File: config.mk
export PLATFORM = sky130hd
export DESIGN_NAME = bbx_executor
export DESIGN_NICKNAME = d
export VERILOG_FILES = /design/src/bbx_pkg.sv /design/src/bbx_shift_unit.sv /design/src/bbx_cond_unit.sv /design/src/bbx_executor.sv
export SDC_FILE = /design/constraint.sdc
export NUM_CORES = 1
export LEC_CHECK = 0
export ABC_AREA = 1
export BUFFER_PORTS_ARGS = -buffer_cell sky130_fd_sc_hd__buf_4
export CAP_MARGIN = 10
export CORE_ASPECT_RATIO = 0.5
export CORE_MARGIN = 2
export CORE_UTILIZATION = 30
export CTS_CLUSTER_DIAMETER = 40
export DETAILED_ROUTE_END_ITERATION = 12
export PLACE_DENSITY = 0.57
export SETUP_SLACK_MARGIN = 0.5
export SLEW_MARGIN = 40
export SYNTH_ARGS = -nofsm -noshare
export SYNTH_HDL_FRONTEND = slang
export SYNTH_SLANG_ARGS = --single-unit
export TNS_END_PERCENT = 10
File: constraint.sdc
create_clock -name i_ref_clk -period 3.2 [get_ports i_ref_clk]
set_clock_uncertainty 0.05 [all_clocks]
set_input_delay 0.64 -clock i_ref_clk [delete_from_list [all_inputs] [get_ports i_ref_clk]]
set_output_delay 0.64 -clock i_ref_clk [all_outputs]
set_load 0.005 [all_outputs]
File: src/bbx_pkg.sv
/*
 * Shared constants and types for the branch and bit-operation executor:
 * operation codes, status flag positions, cycle counts, register offsets.
 * Assumes an upstream decoder that presents one decoded operation at a time.
 */
`default_nettype none

package bbx_pkg;

	// ----------------------------------------------------------------
	// Widths and status flag positions
	// ----------------------------------------------------------------
	localparam int PC_W = 16;
	localparam int OFS_W = 12;
	localparam int FLAG_C = 0;
	localparam int FLAG_Z = 1;
	localparam int FLAG_N = 2;
	localparam int FLAG_V = 3;
	localparam int FLAG_S = 4;
	localparam int FLAG_H = 5;
	localparam int FLAG_T = 6;
	localparam int FLAG_I = 7;
	localparam logic [7:0] CORE_FLAG_REGISTER_RESET = 8'h00;
	localparam logic [PC_W-1:0] PC_RESET = 16'h0000;

	// ----------------------------------------------------------------
	// Cycle counts per operation
	// ----------------------------------------------------------------
	localparam logic [2:0] CYC_ONE = 3'h1;
	localparam logic [2:0] CYC_REL_JUMP = 3'h2;
	localparam logic [2:0] CYC_PTR_JUMP = 3'h2;
	localparam logic [2:0] CYC_ABS_JUMP = 3'h3;
	localparam logic [2:0] CYC_REL_CALL = 3'h4;
	localparam logic [2:0] CYC_PTR_CALL = 3'h4;
	localparam logic [2:0] CYC_ABS_CALL = 3'h5;
	localparam logic [2:0] CYC_RETURN = 3'h5;
	localparam logic [2:0] CYC_SKIP_SHORT = 3'h2;
	localparam logic [2:0] CYC_SKIP_LONG = 3'h3;
	localparam logic [2:0] CYC_BR_TAKEN = 3'h2;
	localparam logic [2:0] CYC_IO_BIT = 3'h2;
	localparam logic [PC_W-1:0] PC_STEP = 16'h0001;
	localparam logic [PC_W-1:0] PC_SKIP_SHORT = 16'h0002;
	localparam logic [PC_W-1:0] PC_SKIP_LONG = 16'h0003;

	// ----------------------------------------------------------------
	// Register port offsets
	// ----------------------------------------------------------------
	localparam logic [3:0] REG_PC = 4'h0;
	localparam logic [3:0] REG_FLAGS = 4'h4;
	localparam logic [3:0] REG_STATUS = 4'h8;

	typedef enum logic [5:0] {
		relative_jump_op = 6'h00, pointer_jump_op = 6'h01, absolute_jump_op = 6'h02,
		relative_call_op = 6'h03, pointer_call_op = 6'h04, absolute_call_op = 6'h05,
		subroutine_return_op = 6'h06, interrupt_return_op = 6'h07,
		compare_skip_equal_op = 6'h08, compare_reg_op = 6'h09, compare_carry_op = 6'h0a,
		compare_immediate_op = 6'h0b, skip_reg_bit_clear_op = 6'h0c,
		skip_reg_bit_set_op = 6'h0d, skip_io_bit_clear_op = 6'h0e, skip_io_bit_set_op = 6'h0f,
		branch_flag_set_op = 6'h10, branch_flag_clear_op = 6'h11, branch_equal_op = 6'h12,
		branch_not_equal_op = 6'h13, branch_carry_set_op = 6'h14,
		branch_carry_clear_op = 6'h15, branch_same_higher_op = 6'h16, branch_lower_op = 6'h17,
		branch_minus_op = 6'h18, branch_plus_op = 6'h19, branch_signed_ge_op = 6'h1a,
		branch_signed_lt_op = 6'h1b, branch_halfcarry_set_op = 6'h1c,
		branch_halfcarry_clear_op = 6'h1d, branch_transfer_set_op = 6'h1e,
		branch_transfer_clear_op = 6'h1f, branch_overflow_set_op = 6'h20,
		branch_overflow_clear_op = 6'h21, branch_irq_enabled_op = 6'h22,
		branch_irq_disabled_op = 6'h23, io_bit_set_op = 6'h24, io_bit_clear_op = 6'h25,
		shift_left_logical_op = 6'h26, shift_right_logical_op = 6'h27,
		rotate_left_carry_op = 6'h28, rotate_right_carry_op = 6'h29,
		shift_right_arith_op = 6'h2a, nibble_swap_op = 6'h2b, indexed_flag_set_op = 6'h2c,
		indexed_flag_clear_op = 6'h2d, bit_to_transfer_flag_op = 6'h2e,
		transfer_flag_to_bit_op = 6'h2f, carry_set_op = 6'h30, carry_clear_op = 6'h31
	} bbx_op_e;

	typedef struct packed {
		bbx_op_e op;
		logic [7:0] rd_val;
		logic [7:0] rr_val;
		logic [7:0] imm;
		logic [2:0] bit_sel;
		logic [OFS_W-1:0] offset;
		logic [PC_W-1:0] target;
	} bbx_instr_s;

endpackage : bbx_pkg

`default_nettype wire

File: src/bbx_shift_unit.sv
/*
 * Shift, rotate and nibble swap datapath with its flag results.
 * Assumes the caller only uses the flags for the shift and rotate kinds.
 */
`timescale 1ns/1ps
`default_nettype none

module bbx_shift_unit
	import bbx_pkg::*;
(
	input wire bbx_op_e i_op,
	input wire logic [7:0] i_value,
	input wire logic i_carry,
	output logic [7:0] o_result,
	output logic o_carry,
	output logic o_zero,
	output logic o_negative,
	output logic o_overflow
);

	always_comb
	begin
		o_result = i_value;
		o_carry = i_carry;
		unique case (i_op)
			shift_left_logical_op:
			begin
				o_result = {i_value[6:0], 1'b0};
				o_carry = i_value[7];
			end
			rotate_left_carry_op:
			begin
				o_result = {i_value[6:0], i_carry};
				o_carry = i_value[7];
			end
			shift_right_logical_op:
			begin
				o_result = {1'b0, i_value[7:1]};
				o_carry = i_value[0];
			end
			rotate_right_carry_op:
			begin
				o_result = {i_carry, i_value[7:1]};
				o_carry = i_value[0];
			end
			shift_right_arith_op:
			begin
				o_result = {i_value[7], i_value[7:1]};
				o_carry = i_value[0];
			end
			nibble_swap_op:
				o_result = {i_value[3:0], i_value[7:4]};
			default:
				o_result = i_value;
		endcase
		o_zero = (o_result == 8'h00);
		o_negative = o_result[7];
		// Overflow here is defined as negative xor carry after the shift
		o_overflow = o_result[7] ^ o_carry;
	end

endmodule : bbx_shift_unit

`default_nettype wire

File: src/bbx_cond_unit.sv
/*
 * Condition evaluation for conditional branches and skips.
 * Assumes flag and operand inputs are stable in the cycle the op is offered.
 */
`timescale 1ns/1ps
`default_nettype none

module bbx_cond_unit
	import bbx_pkg::*;
(
	input wire bbx_op_e i_op,
	input wire logic [7:0] i_core_flag_register,
	input wire logic [7:0] i_rd_val,
	input wire logic [7:0] i_rr_val,
	input wire logic [7:0] i_io_val,
	input wire logic [2:0] i_bit_sel,
	output logic o_is_branch,
	output logic o_is_skip,
	output logic o_hit
);

	always_comb
	begin
		o_is_branch = 1'b1;
		o_is_skip = 1'b0;
		o_hit = 1'b0;
		unique case (i_op)
			branch_flag_set_op: o_hit = i_core_flag_register[i_bit_sel];
			branch_flag_clear_op: o_hit = ~i_core_flag_register[i_bit_sel];
			branch_equal_op: o_hit = i_core_flag_register[FLAG_Z];
			branch_not_equal_op: o_hit = ~i_core_flag_register[FLAG_Z];
			branch_carry_set_op, branch_lower_op: o_hit = i_core_flag_register[FLAG_C];
			branch_carry_clear_op, branch_same_higher_op: o_hit = ~i_core_flag_register[FLAG_C];
			branch_minus_op: o_hit = i_core_flag_register[FLAG_N];
			branch_plus_op: o_hit = ~i_core_flag_register[FLAG_N];
			branch_signed_ge_op: o_hit = ~(i_core_flag_register[FLAG_N] ^ i_core_flag_register[FLAG_V]);
			branch_signed_lt_op: o_hit = i_core_flag_register[FLAG_N] ^ i_core_flag_register[FLAG_V];
			branch_halfcarry_set_op: o_hit = i_core_flag_register[FLAG_H];
			branch_halfcarry_clear_op: o_hit = ~i_core_flag_register[FLAG_H];
			branch_overflow_set_op: o_hit = i_core_flag_register[FLAG_V];
			branch_overflow_clear_op: o_hit = ~i_core_flag_register[FLAG_V];
			branch_transfer_set_op: o_hit = i_core_flag_register[FLAG_T];
			branch_transfer_clear_op: o_hit = ~i_core_flag_register[FLAG_T];
			branch_irq_enabled_op: o_hit = i_core_flag_register[FLAG_I];
			branch_irq_disabled_op: o_hit = ~i_core_flag_register[FLAG_I];
			compare_skip_equal_op:
			begin
				o_is_branch = 1'b0;
				o_is_skip = 1'b1;
				o_hit = (i_rd_val == i_rr_val);
			end
			skip_reg_bit_clear_op, skip_reg_bit_set_op:
			begin
				o_is_branch = 1'b0;
				o_is_skip = 1'b1;
				o_hit = i_rr_val[i_bit_sel] ^ (i_op == skip_reg_bit_clear_op);
			end
			skip_io_bit_clear_op, skip_io_bit_set_op:
			begin
				o_is_branch = 1'b0;
				o_is_skip = 1'b1;
				o_hit = i_io_val[i_bit_sel] ^ (i_op == skip_io_bit_clear_op);
			end
			default:
				o_is_branch = 1'b0;
		endcase
	end

endmodule : bbx_cond_unit

`default_nettype wire

File: src/bbx_executor.sv
/* Executor for control-flow, compare, skip, branch and bit operations; holds
 * the program counter and the core flag register. Assumes a decoder offering one
 * decoded op with operands, and I/O and stack fabric answering in that cycle. */
`timescale 1ns/1ps
`default_nettype none

// Notes on behaviour
// - Calls: relative and pointer take 4 cycles, absolute 5; flags kept.
// - Compare-skip-equal skips next op on match; 1/2/3 cycles; flags kept.
// - Compares subtract without writeback, update Z N V C H in one cycle.
// - Register-bit skips test bit clear or set; 1/2/3 cycles; flags kept.
// - I/O-bit skips test bit clear or set; 1/2/3 cycles; flags kept.
// - Generic branches test selected flag bit; 1 cycle untaken, 2 taken.
// - Signed ge taken on N xor V zero, signed lt on one.
// - Equal tests Z, carry-style branches test C, minus and plus test N.
// - Half-carry and overflow branches, same offset and timing.
// - Transfer-flag branches jump to PC plus offset plus one.
// - Interrupt-state branches test the global enable; flags kept.
// - I/O bit set and clear force one bit, take 2 cycles.
// - Left rotate through carry and logical left shift update Z C N V.
// - Right rotate, logical and arithmetic right shifts update Z C N V.
// - Bit store copies into T; bit load copies T into register bit.
// - Nibble swap exchanges halves; indexed flag set and clear in one cycle.
module bbx_executor
	import bbx_pkg::*;
(
	input wire logic i_ref_clk,
	input wire logic i_reset_n,
	input wire logic i_op_valid,
	input wire bbx_instr_s i_instr,
	input wire logic [PC_W-1:0] i_z_ptr,
	input wire logic i_next_two_word,
	input wire logic [7:0] i_io_rdata,
	input wire logic [PC_W-1:0] i_stack_pc,
	output logic o_op_ready,
	output logic [PC_W-1:0] o_pc,
	output logic [7:0] o_core_flag_register,
	output logic o_reg_we,
	output logic [7:0] o_reg_wdata,
	output logic o_io_we,
	output logic [7:0] o_io_wdata,
	output logic o_stack_push,
	output logic [PC_W-1:0] o_push_pc,
	output logic o_stack_pop,
	input wire logic [3:0] i_bus_addr,
	input wire logic [15:0] i_bus_wdata,
	input wire logic i_bus_wr,
	input wire logic i_bus_rd,
	output logic [15:0] o_bus_rdata
);

	typedef enum logic [1:0] {st_idle = 2'b01, st_busy = 2'b10} bbx_state_e;

	bbx_state_e state_q;
	logic [2:0] wait_q, ncyc;
	logic [PC_W-1:0] pc_q, pc_d, push_pc_d, rel_pc, seq_pc;
	logic [7:0] core_flag_register_q, core_flag_register_d, res_d, io_d, sh_res, cmp_b, cmp_r;
	logic accept, res_we_d, io_we_d, push_d, pop_d, is_branch, is_skip, hit;
	logic sh_c, sh_z, sh_n, sh_v, cmp_cin;
	logic [8:0] cmp_diff;

	assign o_op_ready = (state_q == st_idle);
	assign accept = i_op_valid && o_op_ready;
	assign o_pc = pc_q;
	assign o_core_flag_register = core_flag_register_q;
	assign seq_pc = pc_q + PC_STEP;
	assign rel_pc = pc_q + PC_W'({{(PC_W-OFS_W){i_instr.offset[OFS_W-1]}}, i_instr.offset})
		+ PC_STEP;

	bbx_cond_unit u_cond (
		.i_op(i_instr.op),
		.i_core_flag_register(core_flag_register_q),
		.i_rd_val(i_instr.rd_val),
		.i_rr_val(i_instr.rr_val),
		.i_io_val(i_io_rdata),
		.i_bit_sel(i_instr.bit_sel),
		.o_is_branch(is_branch),
		.o_is_skip(is_skip),
		.o_hit(hit)
	);

	bbx_shift_unit u_shift (
		.i_op(i_instr.op),
		.i_value(i_instr.rd_val),
		.i_carry(core_flag_register_q[FLAG_C]),
		.o_result(sh_res),
		.o_carry(sh_c),
		.o_zero(sh_z),
		.o_negative(sh_n),
		.o_overflow(sh_v)
	);

	// ----------------------------------------------------------------
	// Compare datapath
	// ----------------------------------------------------------------
	assign cmp_b = (i_instr.op == compare_immediate_op) ? i_instr.imm : i_instr.rr_val;
	assign cmp_cin = (i_instr.op == compare_carry_op) && core_flag_register_q[FLAG_C];
	assign cmp_diff = {1'b0, i_instr.rd_val} - {1'b0, cmp_b} - {8'h00, cmp_cin};
	assign cmp_r = cmp_diff[7:0];

	// ----------------------------------------------------------------
	// Next architectural state
	// ----------------------------------------------------------------
	always_comb
	begin
		pc_d = seq_pc;
		core_flag_register_d = core_flag_register_q;
		ncyc = CYC_ONE;
		res_d = i_instr.rd_val;
		res_we_d = 1'b0;
		io_d = i_io_rdata;
		io_we_d = 1'b0;
		push_d = 1'b0;
		pop_d = 1'b0;
		push_pc_d = seq_pc;
		if (is_branch && hit)
		begin
			pc_d = rel_pc;
			ncyc = CYC_BR_TAKEN;
		end
		if (is_skip && hit)
		begin
			// Skip length follows the width of the op being skipped
			pc_d = pc_q + (i_next_two_word ? PC_SKIP_LONG : PC_SKIP_SHORT);
			ncyc = i_next_two_word ? CYC_SKIP_LONG : CYC_SKIP_SHORT;
		end
		unique case (i_instr.op)
			relative_jump_op:
			begin
				pc_d = rel_pc;
				ncyc = CYC_REL_JUMP;
			end
			pointer_jump_op:
			begin
				pc_d = i_z_ptr;
				ncyc = CYC_PTR_JUMP;
			end
			absolute_jump_op:
			begin
				pc_d = i_instr.target;
				ncyc = CYC_ABS_JUMP;
			end
			relative_call_op:
			begin
				pc_d = rel_pc;
				push_d = 1'b1;
				ncyc = CYC_REL_CALL;
			end
			pointer_call_op:
			begin
				pc_d = i_z_ptr;
				push_d = 1'b1;
				ncyc = CYC_PTR_CALL;
			end
			absolute_call_op:
			begin
				// Two-word op, so the return point is two words on
				pc_d = i_instr.target;
				push_d = 1'b1;
				push_pc_d = pc_q + PC_SKIP_SHORT;
				ncyc = CYC_ABS_CALL;
			end
			subroutine_return_op:
			begin
				pc_d = i_stack_pc;
				pop_d = 1'b1;
				ncyc = CYC_RETURN;
			end
			interrupt_return_op:
			begin
				pc_d = i_stack_pc;
				pop_d = 1'b1;
				core_flag_register_d[FLAG_I] = 1'b1;
				ncyc = CYC_RETURN;
			end
			compare_reg_op, compare_carry_op, compare_immediate_op:
			begin
				core_flag_register_d[FLAG_C] = cmp_diff[8];
				core_flag_register_d[FLAG_N] = cmp_r[7];
				core_flag_register_d[FLAG_V] = (i_instr.rd_val[7] & ~cmp_b[7] & ~cmp_r[7])
					| (~i_instr.rd_val[7] & cmp_b[7] & cmp_r[7]);
				core_flag_register_d[FLAG_H] = (~i_instr.rd_val[3] & cmp_b[3]) | (cmp_b[3] & cmp_r[3])
					| (cmp_r[3] & ~i_instr.rd_val[3]);
				// With carry the zero flag can only stay or fall, for multi-byte chains
				core_flag_register_d[FLAG_Z] = (cmp_r == 8'h00)
					&& ((i_instr.op != compare_carry_op) || core_flag_register_q[FLAG_Z]);
				core_flag_register_d[FLAG_S] = core_flag_register_d[FLAG_N] ^ core_flag_register_d[FLAG_V];
			end
			io_bit_set_op, io_bit_clear_op:
			begin
				io_d[i_instr.bit_sel] = (i_instr.op == io_bit_set_op);
				io_we_d = 1'b1;
				ncyc = CYC_IO_BIT;
			end
			shift_left_logical_op, rotate_left_carry_op, shift_right_logical_op,
			rotate_right_carry_op, shift_right_arith_op:
			begin
				res_d = sh_res;
				res_we_d = 1'b1;
				core_flag_register_d[FLAG_C] = sh_c;
				core_flag_register_d[FLAG_Z] = sh_z;
				core_flag_register_d[FLAG_N] = sh_n;
				core_flag_register_d[FLAG_V] = sh_v;
				core_flag_register_d[FLAG_S] = sh_n ^ sh_v;
			end
			nibble_swap_op:
			begin
				res_d = sh_res;
				res_we_d = 1'b1;
			end
			indexed_flag_set_op: core_flag_register_d[i_instr.bit_sel] = 1'b1;
			indexed_flag_clear_op: core_flag_register_d[i_instr.bit_sel] = 1'b0;
			bit_to_transfer_flag_op: core_flag_register_d[FLAG_T] = i_instr.rd_val[i_instr.bit_sel];
			transfer_flag_to_bit_op:
			begin
				res_d[i_instr.bit_sel] = core_flag_register_q[FLAG_T];
				res_we_d = 1'b1;
			end
			carry_set_op: core_flag_register_d[FLAG_C] = 1'b1;
			carry_clear_op: core_flag_register_d[FLAG_C] = 1'b0;
			default: core_flag_register_d = core_flag_register_q;
		endcase
	end

	// ----------------------------------------------------------------
	// Occupancy: an op holds the executor for its cycle count
	// ----------------------------------------------------------------
	always_ff @(posedge i_ref_clk or negedge i_reset_n)
	begin
		if (!i_reset_n)
		begin
			state_q <= st_idle;
			wait_q <= 3'h0;
		end
		else if (accept && (ncyc != CYC_ONE))
		begin
			state_q <= st_busy;
			wait_q <= ncyc - CYC_REL_JUMP;
		end
		else if (state_q == st_busy)
		begin
			if (wait_q == 3'h0)
				state_q <= st_idle;
			else
				wait_q <= wait_q - 3'h1;
		end
	end

	// ----------------------------------------------------------------
	// Program counter and flags; an op wins over a same-cycle bus write
	// ----------------------------------------------------------------
	always_ff @(posedge i_ref_clk or negedge i_reset_n)
	begin
		if (!i_reset_n)
			pc_q <= PC_RESET;
		else if (accept)
			pc_q <= pc_d;
		else if (i_bus_wr && (i_bus_addr == REG_PC))
			pc_q <= i_bus_wdata;
	end

	always_ff @(posedge i_ref_clk or negedge i_reset_n)
	begin
		if (!i_reset_n)
			core_flag_register_q <= CORE_FLAG_REGISTER_RESET;
		else if (accept)
			core_flag_register_q <= core_flag_register_d;
		else if (i_bus_wr && (i_bus_addr == REG_FLAGS))
			core_flag_register_q <= i_bus_wdata[7:0];
	end

	// ----------------------------------------------------------------
	// Side-effect strobes, one cycle after acceptance
	// ----------------------------------------------------------------
	always_ff @(posedge i_ref_clk or negedge i_reset_n)
	begin
		if (!i_reset_n)
		begin
			o_reg_we <= 1'b0;
			o_reg_wdata <= 8'h00;
			o_io_we <= 1'b0;
			o_io_wdata <= 8'h00;
			o_stack_push <= 1'b0;
			o_push_pc <= PC_RESET;
			o_stack_pop <= 1'b0;
		end
		else
		begin
			o_reg_we <= accept && res_we_d;
			o_io_we <= accept && io_we_d;
			o_stack_push <= accept && push_d;
			o_stack_pop <= accept && pop_d;
			if (accept)
			begin
				o_reg_wdata <= res_d;
				o_io_wdata <= io_d;
				o_push_pc <= push_pc_d;
			end
		end
	end

	// ----------------------------------------------------------------
	// Register port read
	// ----------------------------------------------------------------
	always_ff @(posedge i_ref_clk or negedge i_reset_n)
	begin
		if (!i_reset_n)
			o_bus_rdata <= 16'h0000;
		else if (i_bus_rd)
			unique case (i_bus_addr)
				REG_PC: o_bus_rdata <= pc_q;
				REG_FLAGS: o_bus_rdata <= {8'h00, core_flag_register_q};
				REG_STATUS: o_bus_rdata <= {13'h0000, wait_q[1:0], (state_q == st_busy)};
				default: o_bus_rdata <= 16'h0000;
			endcase
	end
endmodule : bbx_executor

`default_nettype wire

==> impl_results.md <==
* Vias after detailed routing at 9715
* Post-Syn Area at 0.008204 mm2
* CTS clk-pin slew, worst paths at 0.06 ns
* Synth Net Count at 1444
* Initial core utilization at 0.3079
* RSZ-0062 raised after global routing: true
* Initial antenna violation count at 0
* Most used cell, CP: nand2_1
* Slew Limit Fails at 0
* Asr flop ratio synth at 1.000
* DRC Markers at 0
* Max VDD drop at 0.2631 mV
* I/O Pins at 204
* Top cell family by delay on the critical path: simple AND/OR/NAND/NOR gates
* Syn-to-layout area delta at 33.69%
* Root buf cell: clkbuf_16
* First-pass GRT wire length at 52.31 mm
* Post-synth top cells: nand2_1 (339), inv_1 (146), nor2_1 (115), a21oi_1 (88), o21ai_0 (84)
* Share of layout cells above drive strength 1 at 0.2455
* Max Cap Viol at 0
* ANT cells at 0
* Post-synthesis sequential area ratio at 0.2472
* Worst-margin pin slew at 0.6014 ns
* Distinct cell type count after synthesis at 54
* Clk buf depth at 2
* Htree depth at 3
* Global Route Usage Sum at 0.2331
* Register bit count reported by yosys at 81
* Hold WC Path Type: input pin to asynchronous set/reset pin
* Post-synth EDFFs at 0
* Routed WL at 33.99 mm
* Die Y at 120.9 um
* CP arrival at 3.09 ns
* Fmax at 0.3454 GHz
* Number of port buffers at 203
* Avg WL per Cell at 18.20 um
* 1st-iter DRT viols at 677
* Final setup fails at 0
* Average size of a mapped cell at 6.425 um2
* Pleak at 5.476 nW
* Cell Pwr Density at 386.2 mW/mm2
* Vias in the first global route at 9680
* Area leader, netlist: dfrtp_1
* GPL Wtd Cong at 0.9361
* Fin Hold WS at 0.09269 ns
* Utilization after layout at 0.4117
* Setup tns final at 0 ns
* R2R Setup Slk at 0.41 ns
* Critical path cell sequence: buf_8 -> clkinvlp_4 -> nand2_4 -> nor2_4 -> nand2_4 -> mux2_4 -> ha_4 -> inv_2 -> ha_4 -> inv_2 -> o21bai_1 -> a31oi_1 -> nand2_1 -> nand2_1 -> nand2_1 -> inv_2 -> nand2_2 -> o21ai_0 -> a22oi_1 -> nand2_1 -> nand2_1 -> a21oi_1
* TritonCTS buffer count at 9
* Skew-Pair Late Insertion Delay at 0.36 ns
* Largest net degree at the start of global routing at 53
* CP max-delay cell: mux2_4
* Drt via density at 5.204
* Die width at 237.9 um
* Worst setup EP type: register
* CP Buf/Inv Count at 5
* CTS tree: built
* Predominant post-synthesis flop cell: dfrtp_1
* Tmin final at 2.895 ns
* Total grt overflow at 0
* Nets at 1678
* Syn Inst Count at 1277
* # clock sinks at 81
* Core region area at 0.02664 mm2
* Tcrit/Tclk final at 0.9047
* Die ar. at 0.02877 mm2
* Yosys warning count at 0
* Largest cells by area after synthesis: dfrtp_1 (24%), nand2_1 (16%), inv_1 (6.7%)
* Iteration count of the initial detailed-routing pass at 6
* Rel. slew slack at 0.5991
* Critical path's largest stage delay at 0.33 ns
* CP startpoint kind: input pin
* FP Rows at 42
* Final hold vios at 0
* Most instantiated library cell after synthesis: nand2_1
* CP Class: input pin to register
* Crit path max fanout at 8
* Status: complete, no violations
* Synth top area share at 0.2440
* Antenna viol nets, final at 0
* Worst path required time at 3.40 ns
* DP HPWL at 27.60 mm
[layout by cell type (no fill, tap or decap), types with 4 or more instances in the layout]
cell type  count
a31oi_1        5
clkbuf_16      9
nand3_1       79
o21ai_1       12
o211ai_1       8
dfrtp_1       80
a22oi_1       17
nand2_1      330
xnor2_1       12
o22ai_1       12
ha_4           5
o221ai_1       7
buf_4        264
xor2_1        40
nor2_4         6
nand4_1       25
nor2_2         5
nor3_1        23
a21oi_2        4
o32a_1         5
nand2_2       13
ha_1          32
mux2_2         7
a21oi_1       86
o21a_1         5
nor2_1       111
o21ai_0       80
inv_2         22
o21bai_1       4
nand3b_1       7
o31ai_1        4
inv_1        137
a2bb2oi_1      8
[layout make-up]
| class | count | area (um2) |
|---|---|---|
| fillers | 2880 | 15680 |
| well taps | 352 | 440.4 |
| repair buffers | 270 | 2079 |
| clock buffers | 10 | 239.0 |
| clock inverters | 5 | 38.79 |
| inverters | 160 | 604.3 |
| flip-flops and latches | 81 | 2028 |
| multi-input cells | 989 | 5538 |
[per-stage QoR]
stage	total power [mW]	setup WS [ns]	instance area (um2)	cells
after floorplan	2.342	0.01267	8235	1277
after global placement	3.161	-0.2474	10480	1848
after detailed placement	3.173	-0.2820	10480	1848
after CTS	4.228	0.2842	10900	1866
after global routing	4.515	0.07174	10970	1867
final	4.236	0.3050	10970	1867
[power by group]
| part | leakage [nW] | total (mW) | internal (mW) | switching [mW] |
|---|---|---|---|---|
| Sequential | 1.05 | 1.28 | 1.10 | 0.174 |
| Clock | 0.135 | 1.01 | 0.548 | 0.463 |
| Combinational | 4.29 | 1.95 | 0.801 | 1.15 |
| Total | 5.48 | 4.24 | 2.45 | 1.78 |
[worst register-to-register path, stage by stage, from the launching register on]
cell,delay [ns]
dfrtp_1,0.48
inv_1,0.30
nand2_1,0.08
nand2_1,0.09
inv_1,0.04
nand3_1,0.06
nand2_1,0.05
nor3_1,0.17
nand2_1,0.14
nor2_4,0.13
nand3_4,0.21
inv_2,0.26
nand3_1,0.12
nand2_1,0.18
nand2_1,0.14
nand3_1,0.10
o21ai_1,0.08
[registers in the layout (all words and copies together), names as in the netlist]
register	flops
state_q	2
o_io_wdata	8
o_reg_we	1
o_bus_rdata	16
o_stack_push	1
o_core_flag_register	8
o_stack_pop	1
wait_q	3
o_push_pc	16
o_reg_wdata	8
o_io_we	1
o_pc	16
[cell families after synthesis]
group           share of synthesized area
flops                              0.2472
buf+inv                            0.1000
compound gates                     0.1972
mux                               0.01373
fa+ha+maj                         0.06375
simple gates                       0.3215
xor+xnor                          0.05658
[what timing repair did]
action,4_1_cts,5_1_grt
pin swaps,20,6
endpoints found under the setup margin,9,25
gates resized for setup,33,12
buffers inserted,3,0
hold buffers,0,0
[routing by layer]
metal	track usage	part of all wire	vias to the layer above
li1	-	-	4716
met1	0.2954	0.44	4680
met2	0.4172	0.49	274
met3	0.03594	0.044	45
met4	0.05582	0.017	0
met5	0	0	-
[worst paths after layout]
check | from | endpoint | depth (start not counted)
setup reg to reg | o_core_flag_register[3]$_DFFE_PN0P_ | wait_q[2]$_DFFE_PN0P_ | 16
min in group i_ref_clk | o_push_pc[7]$_DFFE_PN0P_ | o_push_pc[7]$_DFFE_PN0P_ | 2
setup / recovery | i_instr[57] | o_core_flag_register[3]$_DFFE_PN0P_ | 22
hold reg to reg | o_push_pc[7]$_DFFE_PN0P_ | o_push_pc[7]$_DFFE_PN0P_ | 2
hold / removal | i_reset_n | o_bus_rdata[14]$_DFFE_PN0P_ | 1
max in group asynchronous | i_reset_n | o_io_wdata[6]$_DFFE_PN0P_ | 3
Power figures use the tool's default switching activity.
